`src/common/mri_pkg.sv`:
```
// Package for the memory reference instruction unit: codes, fields, register map
package mri_pkg;
  // ----------------------------------------------------------------
  // Word and address widths
  // ----------------------------------------------------------------
  localparam int MRI_DW = 16; // Data word width
  localparam int MRI_AW = 15; // Memory address width
  // Instruction fields
  localparam int MRI_IND_BIT = 15; // Direct/indirect select
  localparam int MRI_PAGE_BIT = 10; // Zero/current page select
  localparam int MRI_OFS_HI = 9; // Top bit of the in-page offset
  localparam int MRI_OP_HI = 14; // Opcode field top bit
  localparam int MRI_OP_LO = 11; // Opcode field bottom bit, also A/B select
  // ----------------------------------------------------------------
  // Opcodes in bits 14..11
  // ----------------------------------------------------------------
  localparam logic [3:0] MRI_OP_AND = 4'h2;
  localparam logic [3:0] MRI_OP_XOR = 4'h4;
  localparam logic [3:0] MRI_OP_IOR = 4'h6;
  localparam logic [3:0] MRI_OP_JSB = 4'h3;
  localparam logic [3:0] MRI_OP_JMP = 4'h5;
  localparam logic [3:0] MRI_OP_ISZ = 4'h7;
  // Upper three bits of the paired opcodes; bit 11 picks the accumulator
  localparam logic [2:0] MRI_GRP_ADD = 3'h4;
  localparam logic [2:0] MRI_GRP_CMP = 3'h5;
  localparam logic [2:0] MRI_GRP_LOAD = 3'h6;
  localparam logic [2:0] MRI_GRP_STORE = 3'h7;
  // Addresses that stand for the accumulators
  localparam logic [14:0] MRI_ACC_A_ADDR = 15'h0000;
  localparam logic [14:0] MRI_ACC_B_ADDR = 15'h0001;
  // Program counter steps
  localparam logic [14:0] MRI_STEP = 15'h0001;
  localparam logic [14:0] MRI_SKIP = 15'h0002;
  // ----------------------------------------------------------------
  // Register port map (word indices)
  // ----------------------------------------------------------------
  localparam logic [2:0] MRI_REG_CTRL = 3'h0;
  localparam logic [2:0] MRI_REG_STATUS = 3'h1;
  localparam logic [2:0] MRI_REG_ACC_A = 3'h2;
  localparam logic [2:0] MRI_REG_ACC_B = 3'h3;
  localparam logic [2:0] MRI_REG_PC = 3'h4;
  localparam int MRI_CTRL_RUN = 0; // Run enable
  localparam int MRI_CTRL_CLR_EXT = 1; // Write one clears carry link
  localparam int MRI_CTRL_CLR_OVF = 2; // Write one clears overflow
  localparam int MRI_STAT_EXT = 0;
  localparam int MRI_STAT_OVF = 1;
  localparam int MRI_STAT_FETCH = 2; // Sequencer sits in the fetch phase
  localparam logic [15:0] MRI_RST_WORD = 16'h0000;
  localparam logic [14:0] MRI_RST_ADDR = 15'h0000;
  // Sequencer phases
  typedef enum logic [6:0] {
    MRI_ST_FETCH = 7'h01,
    MRI_ST_DECODE = 7'h02,
    MRI_ST_IND_RD = 7'h04,
    MRI_ST_IND_CAP = 7'h08,
    MRI_ST_OPER = 7'h10,
    MRI_ST_EXEC = 7'h20,
    MRI_ST_WRITE = 7'h40
  } mri_state_t;
endpackage : mri_pkg

```
`src/hdl/mri_unit.sv`:
```
// Memory reference instruction unit: sequencer, accumulators, register port
//
// Summary of operation
// - Offset bits 0-9, page bits from counter
// - Bit 10 picks page zero or current page
// - Zero means page zero, one current page
// - Addresses 0 and 1 are the accumulators
// - Bits 14-11 select fourteen operations
// - Two phases minimum, plain jump one
// - Logic ops combine bitwise into first accumulator
// - Subroutine jump stores return, continues X+1
// - Jump loads counter and address register
// - Increment, write back, skip on zero
// - Increment-skip never touches link or overflow
// - Add into selected accumulator, memory unchanged
// - Carry out sets link, sticky
// - Signed overflow sets sticky overflow bit
// - Compare full word, skip if different
// - Second compare uses second accumulator
// - Load replaces selected accumulator
// - Store writes accumulator, accumulator unchanged
// - Bit 15 selects direct or indirect
//
// Added by the designer: the plain strobed port and the placing of the registers.
`timescale 1ns/10ps
`default_nettype none
module mri_unit
  import mri_pkg::*;
(
  input wire logic core_clk_i, // 100 MHz
  input wire logic sys_rst_i, // Synchronous, active high
  input wire logic preset_i, // Front panel preset, asynchronous pin
  output logic [mri_pkg::MRI_AW-1:0] mem_addr_o, // Memory address register
  output logic mem_rd_o, // Read strobe, data next cycle
  output logic mem_wr_o, // Write strobe
  output logic [mri_pkg::MRI_DW-1:0] mem_wdata_o, // Write data
  input wire logic [mri_pkg::MRI_DW-1:0] mem_rdata_i, // Read data
  input wire logic [2:0] reg_addr_i, // Register index
  input wire logic [mri_pkg::MRI_DW-1:0] reg_wdata_i,
  input wire logic reg_wr_i,
  input wire logic reg_rd_i,
  output logic [mri_pkg::MRI_DW-1:0] reg_rdata_o // Valid one cycle after read
);
  import mri_pkg::*;

  // ----------------------------------------------------------------
  // State
  // ----------------------------------------------------------------
  mri_state_t state; // Current phase
  logic [MRI_AW-1:0] pc; // Program counter
  logic [MRI_AW-1:0] m; // Memory address register
  logic [MRI_DW-1:0] ir; // Instruction word
  logic [MRI_DW-1:0] acc_a; // First accumulator
  logic [MRI_DW-1:0] acc_b; // Second accumulator
  logic extend; // Carry link
  logic overflow; // Sticky overflow
  logic run; // Software run enable
  logic preset_meta; // First synchroniser stage
  logic preset_sync; // Second synchroniser stage

  // Word at address m: an accumulator or what memory returned
  function automatic logic [MRI_DW-1:0] mri_word(input logic [MRI_AW-1:0] a,
      input logic [MRI_DW-1:0] ra, input logic [MRI_DW-1:0] rb,
      input logic [MRI_DW-1:0] md);
    if (a == MRI_ACC_A_ADDR) begin
      return ra;
    end else if (a == MRI_ACC_B_ADDR) begin
      return rb;
    end
    return md;
  endfunction : mri_word

  // Operand address from an instruction word and the current page
  function automatic logic [MRI_AW-1:0] mri_ea(input logic [MRI_DW-1:0] w,
      input logic [MRI_AW-1:0] p);
    return {w[MRI_PAGE_BIT] ? p[MRI_OP_HI:MRI_PAGE_BIT] : 5'h00, w[MRI_OFS_HI:0]};
  endfunction : mri_ea

  // ----------------------------------------------------------------
  // Decode helpers
  // ----------------------------------------------------------------
  logic [3:0] op; // Opcode of the held instruction
  logic [3:0] dec_op; // Opcode of the word just fetched
  logic is_acc; // m points at an accumulator
  logic sel_b; // Paired opcode targets the second accumulator
  logic [MRI_DW-1:0] opnd; // Operand word in the execute phase
  logic [MRI_DW-1:0] sel_acc; // Accumulator named by the paired opcode
  logic [MRI_DW:0] sum; // Add result with carry
  logic [MRI_DW-1:0] inc; // Increment result
  logic [MRI_AW-1:0] dec_ea; // Operand address during decode
  logic [MRI_AW-1:0] pc_next; // Counter after execute
  logic skip; // Execute phase skips the next instruction
  logic needs_read; // Operation reads its operand
  logic mem_write; // Execute phase ends in a memory write

  assign op = ir[MRI_OP_HI:MRI_OP_LO];
  assign dec_op = mem_rdata_i[MRI_OP_HI:MRI_OP_LO];
  assign is_acc = (m == MRI_ACC_A_ADDR) || (m == MRI_ACC_B_ADDR);
  assign sel_b = ir[MRI_OP_LO];
  assign opnd = mri_word(m, acc_a, acc_b, mem_rdata_i);
  assign sel_acc = sel_b ? acc_b : acc_a;
  assign sum = {1'b0, sel_acc} + {1'b0, opnd};
  assign inc = opnd + MRI_RST_WORD + 16'h0001;
  assign dec_ea = mri_ea(mem_rdata_i, pc);
  // Store and subroutine jump never look at the old contents
  assign needs_read = (op[3:1] != MRI_GRP_STORE) && (op != MRI_OP_JSB);
  assign skip = ((op == MRI_OP_ISZ) && (inc == MRI_RST_WORD)) ||
      ((op[3:1] == MRI_GRP_CMP) && (opnd != sel_acc));
  assign pc_next = (op == MRI_OP_JSB) ? m + MRI_STEP :
      pc + (skip ? MRI_SKIP : MRI_STEP);
  assign mem_write = !is_acc && ((op[3:1] == MRI_GRP_STORE) || (op == MRI_OP_JSB) ||
      (op == MRI_OP_ISZ));

  // Strobes are decoded from the phase; operand accesses to accumulator addresses never touch memory, but a fetch from 0 or 1 does
  assign mem_addr_o = m;
  assign mem_rd_o = (state == MRI_ST_FETCH && run && !preset_sync) ||
      (state == MRI_ST_IND_RD && !is_acc) ||
      (state == MRI_ST_OPER && !is_acc && needs_read);
  assign mem_wr_o = (state == MRI_ST_WRITE);

  // ----------------------------------------------------------------
  // Preset pin synchroniser
  // ----------------------------------------------------------------
  always_ff @(posedge core_clk_i) begin
    if (sys_rst_i) begin
      preset_meta <= 1'b0;
      preset_sync <= 1'b0;
    end else begin
      preset_meta <= preset_i;
      preset_sync <= preset_meta;
    end
  end

  // ----------------------------------------------------------------
  // Phase sequencer, program counter and address register
  // ----------------------------------------------------------------
  // Software may load P and M only while halted in fetch, so the
  // sequencer never sees a counter changed under it mid-instruction.
  always_ff @(posedge core_clk_i) begin
    if (sys_rst_i) begin
      state <= MRI_ST_FETCH;
      pc <= MRI_RST_ADDR;
      m <= MRI_RST_ADDR;
      ir <= MRI_RST_WORD;
    end else if (preset_sync) begin
      // Preset drops an instruction not yet past execute and restarts at fetch; one in its write phase still writes
      state <= MRI_ST_FETCH;
      m <= pc;
    end else begin
      unique case (state)
        MRI_ST_FETCH: begin
          if (run) begin
            state <= MRI_ST_DECODE;
          end else if (reg_wr_i && reg_addr_i == MRI_REG_PC) begin
            pc <= reg_wdata_i[MRI_AW-1:0];
            m <= reg_wdata_i[MRI_AW-1:0];
          end
        end
        MRI_ST_DECODE: begin
          ir <= mem_rdata_i;
          m <= dec_ea;
          if (mem_rdata_i[MRI_IND_BIT]) begin
            state <= MRI_ST_IND_RD;
          end else if (dec_op == MRI_OP_JMP) begin
            pc <= dec_ea;
            state <= MRI_ST_FETCH;
          end else begin
            state <= MRI_ST_OPER;
          end
        end
        MRI_ST_IND_RD: begin
          state <= MRI_ST_IND_CAP;
        end
        MRI_ST_IND_CAP: begin
          // The fetched word is a full 15-bit address
          m <= opnd[MRI_AW-1:0];
          if (opnd[MRI_IND_BIT]) begin
            state <= MRI_ST_IND_RD;
          end else if (op == MRI_OP_JMP) begin
            pc <= opnd[MRI_AW-1:0];
            state <= MRI_ST_FETCH;
          end else begin
            state <= MRI_ST_OPER;
          end
        end
        MRI_ST_OPER: begin
          state <= MRI_ST_EXEC;
        end
        MRI_ST_EXEC: begin
          pc <= pc_next;
          if (mem_write) begin
            // Keep m on the target until the write phase is done
            state <= MRI_ST_WRITE;
          end else begin
            m <= pc_next;
            state <= MRI_ST_FETCH;
          end
        end
        MRI_ST_WRITE: begin
          m <= pc;
          state <= MRI_ST_FETCH;
        end
      endcase
    end
  end

  // ----------------------------------------------------------------
  // Write data for memory targets
  // ----------------------------------------------------------------
  always_ff @(posedge core_clk_i) begin
    if (sys_rst_i) begin
      mem_wdata_o <= MRI_RST_WORD;
    end else if (state == MRI_ST_EXEC) begin
      if (op == MRI_OP_JSB) begin
        mem_wdata_o <= {1'b0, pc + MRI_STEP};
      end else if (op == MRI_OP_ISZ) begin
        mem_wdata_o <= inc;
      end else begin
        mem_wdata_o <= sel_acc;
      end
    end
  end

  // ----------------------------------------------------------------
  // Accumulators
  // ----------------------------------------------------------------
  // Execute-phase results take priority over a software load.
  always_ff @(posedge core_clk_i) begin
    if (sys_rst_i) begin
      acc_a <= MRI_RST_WORD;
      acc_b <= MRI_RST_WORD;
    end else if (state == MRI_ST_EXEC && !preset_sync) begin
      if (op == MRI_OP_AND) begin
        acc_a <= acc_a & opnd;
      end else if (op == MRI_OP_XOR) begin
        acc_a <= acc_a ^ opnd;
      end else if (op == MRI_OP_IOR) begin
        acc_a <= acc_a | opnd;
      end else if (op == MRI_OP_JSB && is_acc) begin
        // Return address lands in the accumulator that X names
        if (m[0]) acc_b <= {1'b0, pc + MRI_STEP};
        else acc_a <= {1'b0, pc + MRI_STEP};
      end else if (op == MRI_OP_ISZ && is_acc) begin
        if (m[0]) acc_b <= inc;
        else acc_a <= inc;
      end else if (op[3:1] == MRI_GRP_ADD) begin
        if (sel_b) acc_b <= sum[MRI_DW-1:0];
        else acc_a <= sum[MRI_DW-1:0];
      end else if (op[3:1] == MRI_GRP_LOAD) begin
        if (sel_b) acc_b <= opnd;
        else acc_a <= opnd;
      end else if (op[3:1] == MRI_GRP_STORE && is_acc) begin
        if (m[0]) acc_b <= sel_acc;
        else acc_a <= sel_acc;
      end
    end else if (reg_wr_i && reg_addr_i == MRI_REG_ACC_A) begin
      acc_a <= reg_wdata_i;
    end else if (reg_wr_i && reg_addr_i == MRI_REG_ACC_B) begin
      acc_b <= reg_wdata_i;
    end
  end

  // ----------------------------------------------------------------
  // Link and overflow: sticky, set wins over a software clear
  // ----------------------------------------------------------------
  logic add_now; // Add executes this cycle
  assign add_now = (state == MRI_ST_EXEC) && !preset_sync && (op[3:1] == MRI_GRP_ADD);

  always_ff @(posedge core_clk_i) begin
    if (sys_rst_i) begin
      extend <= 1'b0;
      overflow <= 1'b0;
    end else begin
      if (add_now && sum[MRI_DW]) begin
        extend <= 1'b1;
      end else if (reg_wr_i && reg_addr_i == MRI_REG_CTRL && reg_wdata_i[MRI_CTRL_CLR_EXT]) begin
        extend <= 1'b0;
      end
      if (add_now && (sel_acc[MRI_DW-1] == opnd[MRI_DW-1]) &&
          (sum[MRI_DW-1] != opnd[MRI_DW-1])) begin
        overflow <= 1'b1;
      end else if (reg_wr_i && reg_addr_i == MRI_REG_CTRL && reg_wdata_i[MRI_CTRL_CLR_OVF]) begin
        overflow <= 1'b0;
      end
    end
  end

  // ----------------------------------------------------------------
  // Register port
  // ----------------------------------------------------------------
  always_ff @(posedge core_clk_i) begin
    if (sys_rst_i) begin
      run <= 1'b0;
    end else if (reg_wr_i && reg_addr_i == MRI_REG_CTRL) begin
      run <= reg_wdata_i[MRI_CTRL_RUN];
    end
  end

  // Read data stand only in the cycle after the strobe; unmapped reads give zero
  always_ff @(posedge core_clk_i) begin
    if (sys_rst_i || !reg_rd_i) begin
      reg_rdata_o <= MRI_RST_WORD;
    end else begin
      unique case (reg_addr_i)
        MRI_REG_CTRL: reg_rdata_o <= {15'h0000, run};
        MRI_REG_STATUS: reg_rdata_o <= {13'h0000, state == MRI_ST_FETCH, overflow, extend};
        MRI_REG_ACC_A: reg_rdata_o <= acc_a;
        MRI_REG_ACC_B: reg_rdata_o <= acc_b;
        MRI_REG_PC: reg_rdata_o <= {1'b0, pc};
        default: reg_rdata_o <= MRI_RST_WORD;
      endcase
    end
  end

  logic dec_direct; // Direct instruction in decode
  assign dec_direct = (state == MRI_ST_DECODE) && !mem_rdata_i[MRI_IND_BIT];
endmodule : mri_unit
`default_nettype wire

```
`config.mk`:
```
export PLATFORM = sky130hd
export DESIGN_NAME = mri_unit
export DESIGN_NICKNAME = d
export VERILOG_FILES = /design/src/common/mri_pkg.sv /design/src/hdl/mri_unit.sv
export SDC_FILE = /design/constraint.sdc
export NUM_CORES = 1
export LEC_CHECK = 0
export BUFFER_PORTS_ARGS = -buffer_cell sky130_fd_sc_hd__buf_2
export CAP_MARGIN = 40
export CELL_PAD_IN_SITES_DETAIL_PLACEMENT = 0
export CELL_PAD_IN_SITES_GLOBAL_PLACEMENT = 1
export CORE_MARGIN = 1.5
export CORE_UTILIZATION = 45
export DETAILED_ROUTE_END_ITERATION = 12
export MAX_ROUTING_LAYER = met4
export PLACE_DENSITY_LB_ADDON = 0.08
export SLEW_MARGIN = 30
export SYNTH_ARGS = -nofsm -noshare
export SYNTH_HDL_FRONTEND = slang
export SYNTH_SLANG_ARGS = --single-unit
export TNS_END_PERCENT = 100
```
`constraint.sdc`:
```
create_clock -name core_clk_i -period 14.3 [get_ports core_clk_i]
set_input_delay 2.145 -clock core_clk_i [delete_from_list [all_inputs] [get_ports core_clk_i]]
set_output_delay 2.145 -clock core_clk_i [all_outputs]
set_load 0.01 [all_outputs]
```
## After elaboration in Yosys (flattened, before gate mapping)

Cells that the tools add are included.

- Flip-flop bits (word level): 121
- Bits of input ports: 40
- Output and inout bits: 49
- Logic and storage cells: 188

- Add/subtract/negate cells: 5
- Equal/unequal tests: 54
- Mux-type cells: 64
- Bitwise gates (word level): 4
- Reduce and logical (&&, ||, !) cells: 48

Operators with widths:

| cell | count |
|---|---|
| $mux 16 | 37 |
| $mux 15 | 9 |
| $pmux 16 s5 | 1 |
| $pmux 15 s5 | 1 |
| $pmux 15 s4 | 1 |
| $pmux 7 s7 | 1 |
| $add 15x1->15 const B | 2 |
| $mux 5 | 5 |
| $ne 8x8->1 const B | 3 |
| $logic_and 1x1->1 | 23 |
| $ne 2x2->1 const B | 11 |
| $eq 4x3->1 const B | 5 |
| $ne 3x3->1 const B | 6 |
| $add 16x16->17 | 1 |
| $add 16x1->16 const B | 1 |
| $and 16x16->16 | 1 |
| $logic_not 16->1 | 1 |
| $ne 16x16->1 | 1 |
| $or 16x16->16 | 1 |
| $xor 16x16->16 | 1 |
| $add 15x2->15 | 1 |
| $eq 15x1->1 const B | 1 |
| $eq 3x3->1 const B | 5 |
| $logic_not 15->1 | 1 |
| other kinds (33) | 55 |

## Depth between registers and ports, before layout

Gate-level depths: netlist of run 1.

- Depth after elaboration: 14
- Mapped depth: 25
- Gate-level depth less buffers: 22

## Worst setup path before layout of run 1

OpenSTA, ideal clock, no wires.

- Path type: input to register
- From: input port mem_rdata_i[0] (netlist bit)
- To: register m[14], in the netlist mem_addr_o[14]
- Library setup time: 128 ps
- Arrival: 5883 ps
- Data required time: 14172 ps
- Setup slack: 8290 ps
- Stages on the path: 20
- Buffers on the path: 1
- Path through: a21boi_0 -> nor2_1 -> inv_1 -> ha_1 -> nand3_1 -> buf_2 -> nor4_1 -> a21oi_1 -> o21ai_0 -> a41oi_1 -> ha_1 -> fa_1 -> and3_1 -> nand2_1 -> xor2_1 -> mux2i_1 -> a222oi_1 -> a311oi_1 -> a21oi_1 -> nor2_1

- Cells in the longest elaborated chain, start to end: 11
- Elaborated cells on any way between the ends: 13
- Classes of those cells: add/sub (2); eq/ne (1); mux (6); reduce/logical (4)

RTL lines:

| element | RTL line | text |
|---|---|---|
| from (decl) | mri_unit.sv:37 | `input wire logic [mri_pkg::MRI_DW-1:0] mem_rdata_i,` |
| $mux 16 * | mri_unit.sv:70 | `return md;` |
| $add 16x1->16 | mri_unit.sv:103 | `assign inc = opnd + MRI_RST_WORD + 16'h0001;` |
| $logic_not 16->1 | mri_unit.sv:107 | `assign skip = ((op == MRI_OP_ISZ) && (inc == MRI_RST_WORD)) \|\|` |
| $logic_and 1x1->1 | mri_unit.sv:107 |  |
| $logic_or 1x1->1 * | mri_unit.sv:107 |  |
| $mux 2 * | mri_unit.sv:110 | `pc + (skip ? MRI_SKIP : MRI_STEP);` |
| $add 15x2->15 * | mri_unit.sv:110 |  |
| $mux 15 * | mri_unit.sv:109 | `assign pc_next = (op == MRI_OP_JSB) ? m + MRI_STEP :` |
| $mux 15 * | mri_unit.sv:191 | `if (mem_write) begin` |
| $pmux 15 s5 * | mri_unit.sv:150 | `unique case (state)` |
| $mux 15 * | mri_unit.sv:145 | `end else if (preset_sync) begin` |
| to (signal assigned) | mri_unit.sv:148 | `m <= pc;` |
| to (signal assigned) | mri_unit.sv:156 | `m <= reg_wdata_i[MRI_AW-1:0];` |
| to (signal assigned) | mri_unit.sv:195 | `m <= pc_next;` |
| to (decl) | mri_unit.sv:51 | `logic [MRI_AW-1:0] m;` |

Every way passes the cells marked *; elsewhere a longest branch is shown, timed or not. The select of a mux whose other input is x is not followed.
A chain may end at the register's enable or synchronous reset.

## Worst setup path in the final report of run 1

- From: input port mem_rdata_i[0] (netlist bit)
- To: register m[12], in the netlist mem_addr_o[12]

Same word-level chain as after synthesis.

==> flow_summary.json, run 1 <==
{
  "end_kind": "flop",
  "netlist_area_um2": 10200,
  "synth_edf_count": 0,
  "dp.final_hpwl_um": 37300,
  "arrival_ns": 7.19,
  "whs_ns": 0.443,
  "finalHoldViolations": 0,
  "dr.pass1.iters": 6,
  "yosys_warnings": 0,
  "coreArea_um2": 22500,
  "mostFrequentLayoutCells": "181 x nor2_1, 145 x nand2_1, 112 x a21oi_1, 109 x dfxtp_1, 95 x o21ai_0",
  "grt.total_usage_pct": 43.3,
  "synth_area_leader_cell": "dfxtp_1",
  "dpl_cell_area_um2": 10900,
  "r2r_end": "mem_addr_o[12]",
  "post-cts-setup-buffers": 0,
  "synth.area.top_cells": "dfxtp_1 21%, ha_1 6.8%, nor2_1 6.7%",
  "p_leak_nw": 4.36,
  "gp_congestion": 1.09,
  "fin_crit_sh_pct": 48.5,
  "holdBufCountCts": 0,
  "async_flop_share_pct": 0,
  "die_area_um2": 23700,
  "vias": 11960,
  "drv_cap": 0,
  "cp.required_ns": 14.56,
  "crit_fanout": 12,
  "critPathKind": "in -> reg",
  "cts_tree": "done",
  "fin_area_um2": 11200,
  "syn_avg_cell_area_um2": 7.14,
  "cp-endpoint": "mem_addr_o[12]",
  "synthFlopType": "dfxtp_1",
  "num_rows": 55,
  "viasPerCell": 6.85,
  "synthDistinctLibCells": 94,
  "finalSetupTns_ns": 0,
  "dpl.cell_count": 1728,
  "period_minus_slack_ns": 6.93,
  "rsz0062_at_grt": "no",
  "ant_nets": 0,
  "startpoint": "mem_rdata_i[0]",
  "synth_cells": 1435,
  "worstMarginPinSlew_ns": 0.990,
  "nFillCells": 2329,
  "vdd_drop_max_uv": 52.3,
  "final.setup_skew_ns": 0.0212,
  "synth_seq_area_share_pct": 21.5,
  "power_density_nw_per_um2": 87.3,
  "finalSetupViolations": 0,
  "root_buffer": "clkbuf_16",
  "fp.dieH_um": 154,
  "final_max_slew_viol_count": 0,
  "h-tree-depth": 3,
  "worstSkewPairLatency_ns": 0.39,
  "syn_nets": 1533,
  "slew_headroom_pct": 33.3,
  "grt_overflow": 0,
  "drcViolationCount": 0,
  "ff2ff_path_depth": 23,
  "nets": 1554,
  "drive_gt1_share_pct": 12.3,
  "clk_path_buf_depth": 2,
  "cts_buffers": 9,
  "ys_ff_latch": 110,
  "port_buffers": 88,
  "start_kind": "input port",
  "hold_start": "preset_meta",
  "hp-class": "reg -> reg",
  "fmax_mhz": 144,
  "layout.cells.non_filler": 1747,
  "syn2layout_area_growth_pct": 9.50,
  "start_util_pct": 45.5,
  "cts.sinks": 110,
  "ff2ff_setup_slack_ns": 7.45,
  "drt_wl_total_um": 50100,
  "final_common_cell": "nor2_1",
  "outcome": "complete, no violations",
  "antenna_found_initial": 2,
  "reg2reg_from": "mem_addr_o[0]",
  "grt_pass1_vias": 10743,
  "wire_per_inst_um": 28.7,
  "die_w_um": 154,
  "clkSlewWorstSetupHoldPaths_ns": 0.10,
  "num_io_pins": 89,
  "grt_start_max_net_pins": 54,
  "grt_pass1_wl_um": 73400,
  "netlist.area_leader.share_pct": 21.5,
  "power_w": 0.000979,
  "cts_resized": 0,
  "drtIter0Drc": 1607
}
[registers in the layout, indices dropped and copies added (netlist names)]
name / count
extend: 1
reg_rdata_o: 16
preset_meta: 1
pc: 15
state: 7
acc_a: 16
mem_wdata_o: 16
run: 1
preset_sync: 1
mem_addr_o: 15
ir: 4
overflow: 1
acc_b: 16
[final cells by class]
cell class / count / area [µm²] / share of cell area (%)
diodes: 1 / 2.50 / 0.0223
flip-flops and latches: 110 / 2200 / 19.6
clock inverters: 7 / 93.8 / 0.836
repair buffers: 128 / 758 / 6.76
inverters: 62 / 233 / 2.07
clock buffers: 9 / 225 / 2.01
well taps: 285 / 357 / 3.18
multi-input cells: 1145 / 7350 / 65.5
[through the flow]
| stage | util (%) | setup slack (ns) |
|---|---|---|
| floorplan | - | 8.29 |
| global placement | 48.1 | 7.29 |
| detailed placement | 48.4 | 7.16 |
| CTS | 49.8 | 7.55 |
| global route | 49.9 | 6.94 |
| finish | 49.9 | 7.37 |
[critical path, cell delays in order]
cell and delay [ns]:
buf_2 0.10, a21boi_0 0.36, nor2_1 0.20, inv_1 0.28
ha_1 0.36, nand3_1 0.44, nor3_1 0.42, nand3_1 0.12
a2111oi_1 0.50, a41oi_1 0.21, ha_1 0.26, fa_1 0.51
and3_1 0.24, nand2_1 0.09, xor2_1 0.14, mux2i_1 0.10
a222oi_1 0.38, a311oi_1 0.15, a21oi_1 0.14, nor2_1 0.05
[per-layer routing]
layer	up-vias	global-route usage, %	wire (µm)
met5	-	-	0
met3	166	9.53	6130
met1	5632	57.7	20500
li1	5304	-	-
met4	0	22.3	2980
met2	858	61.0	20600
[cell usage after synthesis, drive strengths merged (9+ instances only)]
library cell / count
a21oi: 113
nor2b: 11
buf: 20
a221oi: 11
a311oi: 39
and3: 21
or2: 9
nor4: 23
o21a: 11
ha: 56
o211ai: 13
xor2: 19
mux2i: 47
dfxtp: 110
nand2: 149
o31ai: 10
nor3: 40
and2: 9
a22o: 11
nand3b: 10
a31oi: 10
o22ai: 9
nor2: 182
a222oi: 9
o21ai: 98
clkbuf: 98
xnor2: 32
a21o: 9
nand4: 19
nand3: 34
a211oi: 25
inv: 60
[where the power goes]
group          switching, W  internal [W]  total (W)
Clock              0.000159      0.000129   0.000288
Combinational      0.000253      0.000105   0.000358
Sequential        0.0000186      0.000315   0.000333
Total              0.000431      0.000549   0.000979
[cells by family after synthesis]
family	count (synthesis)	synth area share (%)
AOI/OAI and AO/OA	443	29.5
xor gates and xnor gates	51	4.36
adders and majority gates	58	7.23
buffers and inverters	180	7.01
DFF	110	21.5
muxes	47	4.59
and+or+nand+nor	546	25.9
[worst min-delay path by stage]
stage                  endpoint  depth (start not counted)
CTS                 preset_sync                          1
global placement    preset_sync                          1
finish              preset_sync                          1
global route        preset_sync                          1
floorplan           preset_sync                          1
detailed placement  preset_sync                          1
Power figures use the tool's default switching activity.
==> inputs of run 2 (changes only) <==
Clock period 14.3 ns to 7 ns, I/O delays scaled along.
==> run 2 against run 1 <==
Global-route usage up 0.56 points; clock power up 95%; die area unchanged; sequential power up 100%; sequential cell count unchanged; clock-buffer cell count unchanged; via count up 0.30%; critical endpoint is now mem_addr_o[7]; hold slack better by 0.0050 ns; largest cell class unchanged; first-iteration DRC count up 5.2%.
==> flow_summary.json, run 2 (synthesis results as in run 1) <==
{
  "num_rows": 55,
  "port_buffers": 88,
  "clkSlewWorstSetupHoldPaths_ns": 0.09,
  "final_common_cell": "nor2_1",
  "preCtsSetupSlack_ns": 0.732,
  "crit_fanout": 12,
  "finalSetupViolations": 0,
  "syn2layout_area_growth_pct": 9.94,
  "drv_cap": 0,
  "vdd_drop_max_uv": 109,
  "critPathKind": "reg -> reg",
  "drt_wl_total_um": 50900,
  "clk_path_buf_depth": 2,
  "outcome": "complete, no violations",
  "vias": 11996,
  "die_w_um": 154,
  "cp.required_ns": 7.25,
  "start_util_pct": 45.5,
  "antenna_found_initial": 0,
  "num_io_pins": 89,
  "rsz0062_at_grt": "no",
  "ant_nets": 0,
  "slew_headroom_pct": 31.2,
  "arrival_ns": 6.68,
  "grt_pass1_wl_um": 74100,
  "finalSetupTns_ns": 0,
  "fmax_mhz": 155,
  "p_leak_nw": 4.39,
  "worstMarginPinSlew_ns": 1.02,
  "root_buffer": "clkbuf_16",
  "grt.total_usage_pct": 43.8,
  "power_density_nw_per_um2": 176,
  "worstSkewPairLatency_ns": 0.38,
  "fin_crit_sh_pct": 91.9,
  "diodes": 0,
  "grt_pass1_vias": 10729,
  "period_minus_slack_ns": 6.44,
  "coreArea_um2": 22500,
  "dr.pass1.iters": 9,
  "final_max_slew_viol_count": 0,
  "viasPerCell": 6.84,
  "gp_congestion": 1.04,
  "drtIter0Drc": 1690,
  "start_kind": "flop",
  "holdBufCountCts": 0,
  "dp.final_hpwl_um": 38400,
  "finalHoldViolations": 0,
  "grt_overflow": 0,
  "mostFrequentLayoutCells": "180 x nor2_1, 145 x nand2_1, 112 x a21oi_1, 109 x dfxtp_1, 95 x o21ai_0",
  "final.setup_skew_ns": 0.0139,
  "whs_ns": 0.448,
  "cts_tree": "done",
  "cts_buffers": 9,
  "end_kind": "flop",
  "fp.dieH_um": 154,
  "post-cts-setup-buffers": 0,
  "h-tree-depth": 3,
  "setup_ws_ns": 0.564,
  "hp-class": "reg -> reg",
  "cts_resized": 0,
  "cts.sinks": 110,
  "drcViolationCount": 0,
  "grt_start_max_net_pins": 54,
  "nets": 1561,
  "wire_per_inst_um": 29.0,
  "drive_gt1_share_pct": 12.8,
  "die_area_um2": 23700
}
-- run 2: cell count changes in the layout (fill, tap and decap cells not counted), moves of 2 or more --
cell / before / now
inv_8: 1 / 3
buf_8: 3 / 1
buf_4: 33 / 40
buf_2: 89 / 91
-- run 2: layout make-up --
class | instances | area, µm²
flip-flops and latches | 110 | 2200
well taps | 285 | 357
clock buffers | 9 | 225
multi-input cells | 1145 | 7350
clock inverters | 7 | 82.6
inverters | 62 | 233
repair buffers | 135 | 813
fillers | 2354 | 11200
-- run 2: routing by layer --
metal | vias to the layer above | share of wire, % | GRT usage, % | wire length, µm
met5 | - | 0 | - | 0
met4 | 0 | 5.2 | 19.0 | 2660
met3 | 139 | 13 | 9.44 | 6400
met2 | 905 | 40 | 60.1 | 20400
met1 | 5634 | 42 | 61.2 | 21500
li1 | 5318 | - | - | -
-- run 2: path summary, 6_finish.rpt --
check / from / endpoint / slack [ns] / cells past startpoint
worst max-delay path: mem_addr_o[0] / mem_addr_o[7] / 0.56 / 22
worst max register to register: mem_addr_o[0] / mem_addr_o[7] / 0.56 / 22
worst min register to register: preset_meta / preset_sync / 0.45 / 1
worst min-delay path: preset_meta / preset_sync / 0.45 / 1
-- run 2: stage by stage --
step                instances  utilization (%)  total power, W  cell area [µm²]
floorplan                1435                -         0.00114            10200
global placement         1730             48.4         0.00140            10900
detailed placement       1735             48.5         0.00140            10900
CTS                      1751             49.9         0.00196            11200
global route             1753             50.1         0.00205            11300
finish                   1753             50.1         0.00199            11300
-- run 2: worst max-delay path: stages (launching register included) --
cell and delay, ns:
dfxtp_1 0.54, inv_1 0.15, ha_1 0.23, or2_0 0.40, a21boi_0 0.39, nor2_1 0.19, inv_1 0.31, ha_1 0.35
nand3_1 0.43, nor3_1 0.40, nand3_1 0.12, a2111oi_1 0.49, a41o_1 0.34, ha_1 0.26, a21o_1 0.18, nand2_1 0.25
nor2_1 0.09, xnor2_1 0.14, mux2i_1 0.08, a222oi_1 0.56, a311oi_1 0.19, a21oi_1 0.15, nor2_1 0.05
-- run 2: power by group --
| part | internal [W] | switching [W] | total, W |
|---|---|---|---|
| combinational | 0.000222 | 0.000520 | 0.000742 |
| sequential | 0.000643 | 0.0000397 | 0.000682 |
| clock | 0.000258 | 0.000304 | 0.000562 |
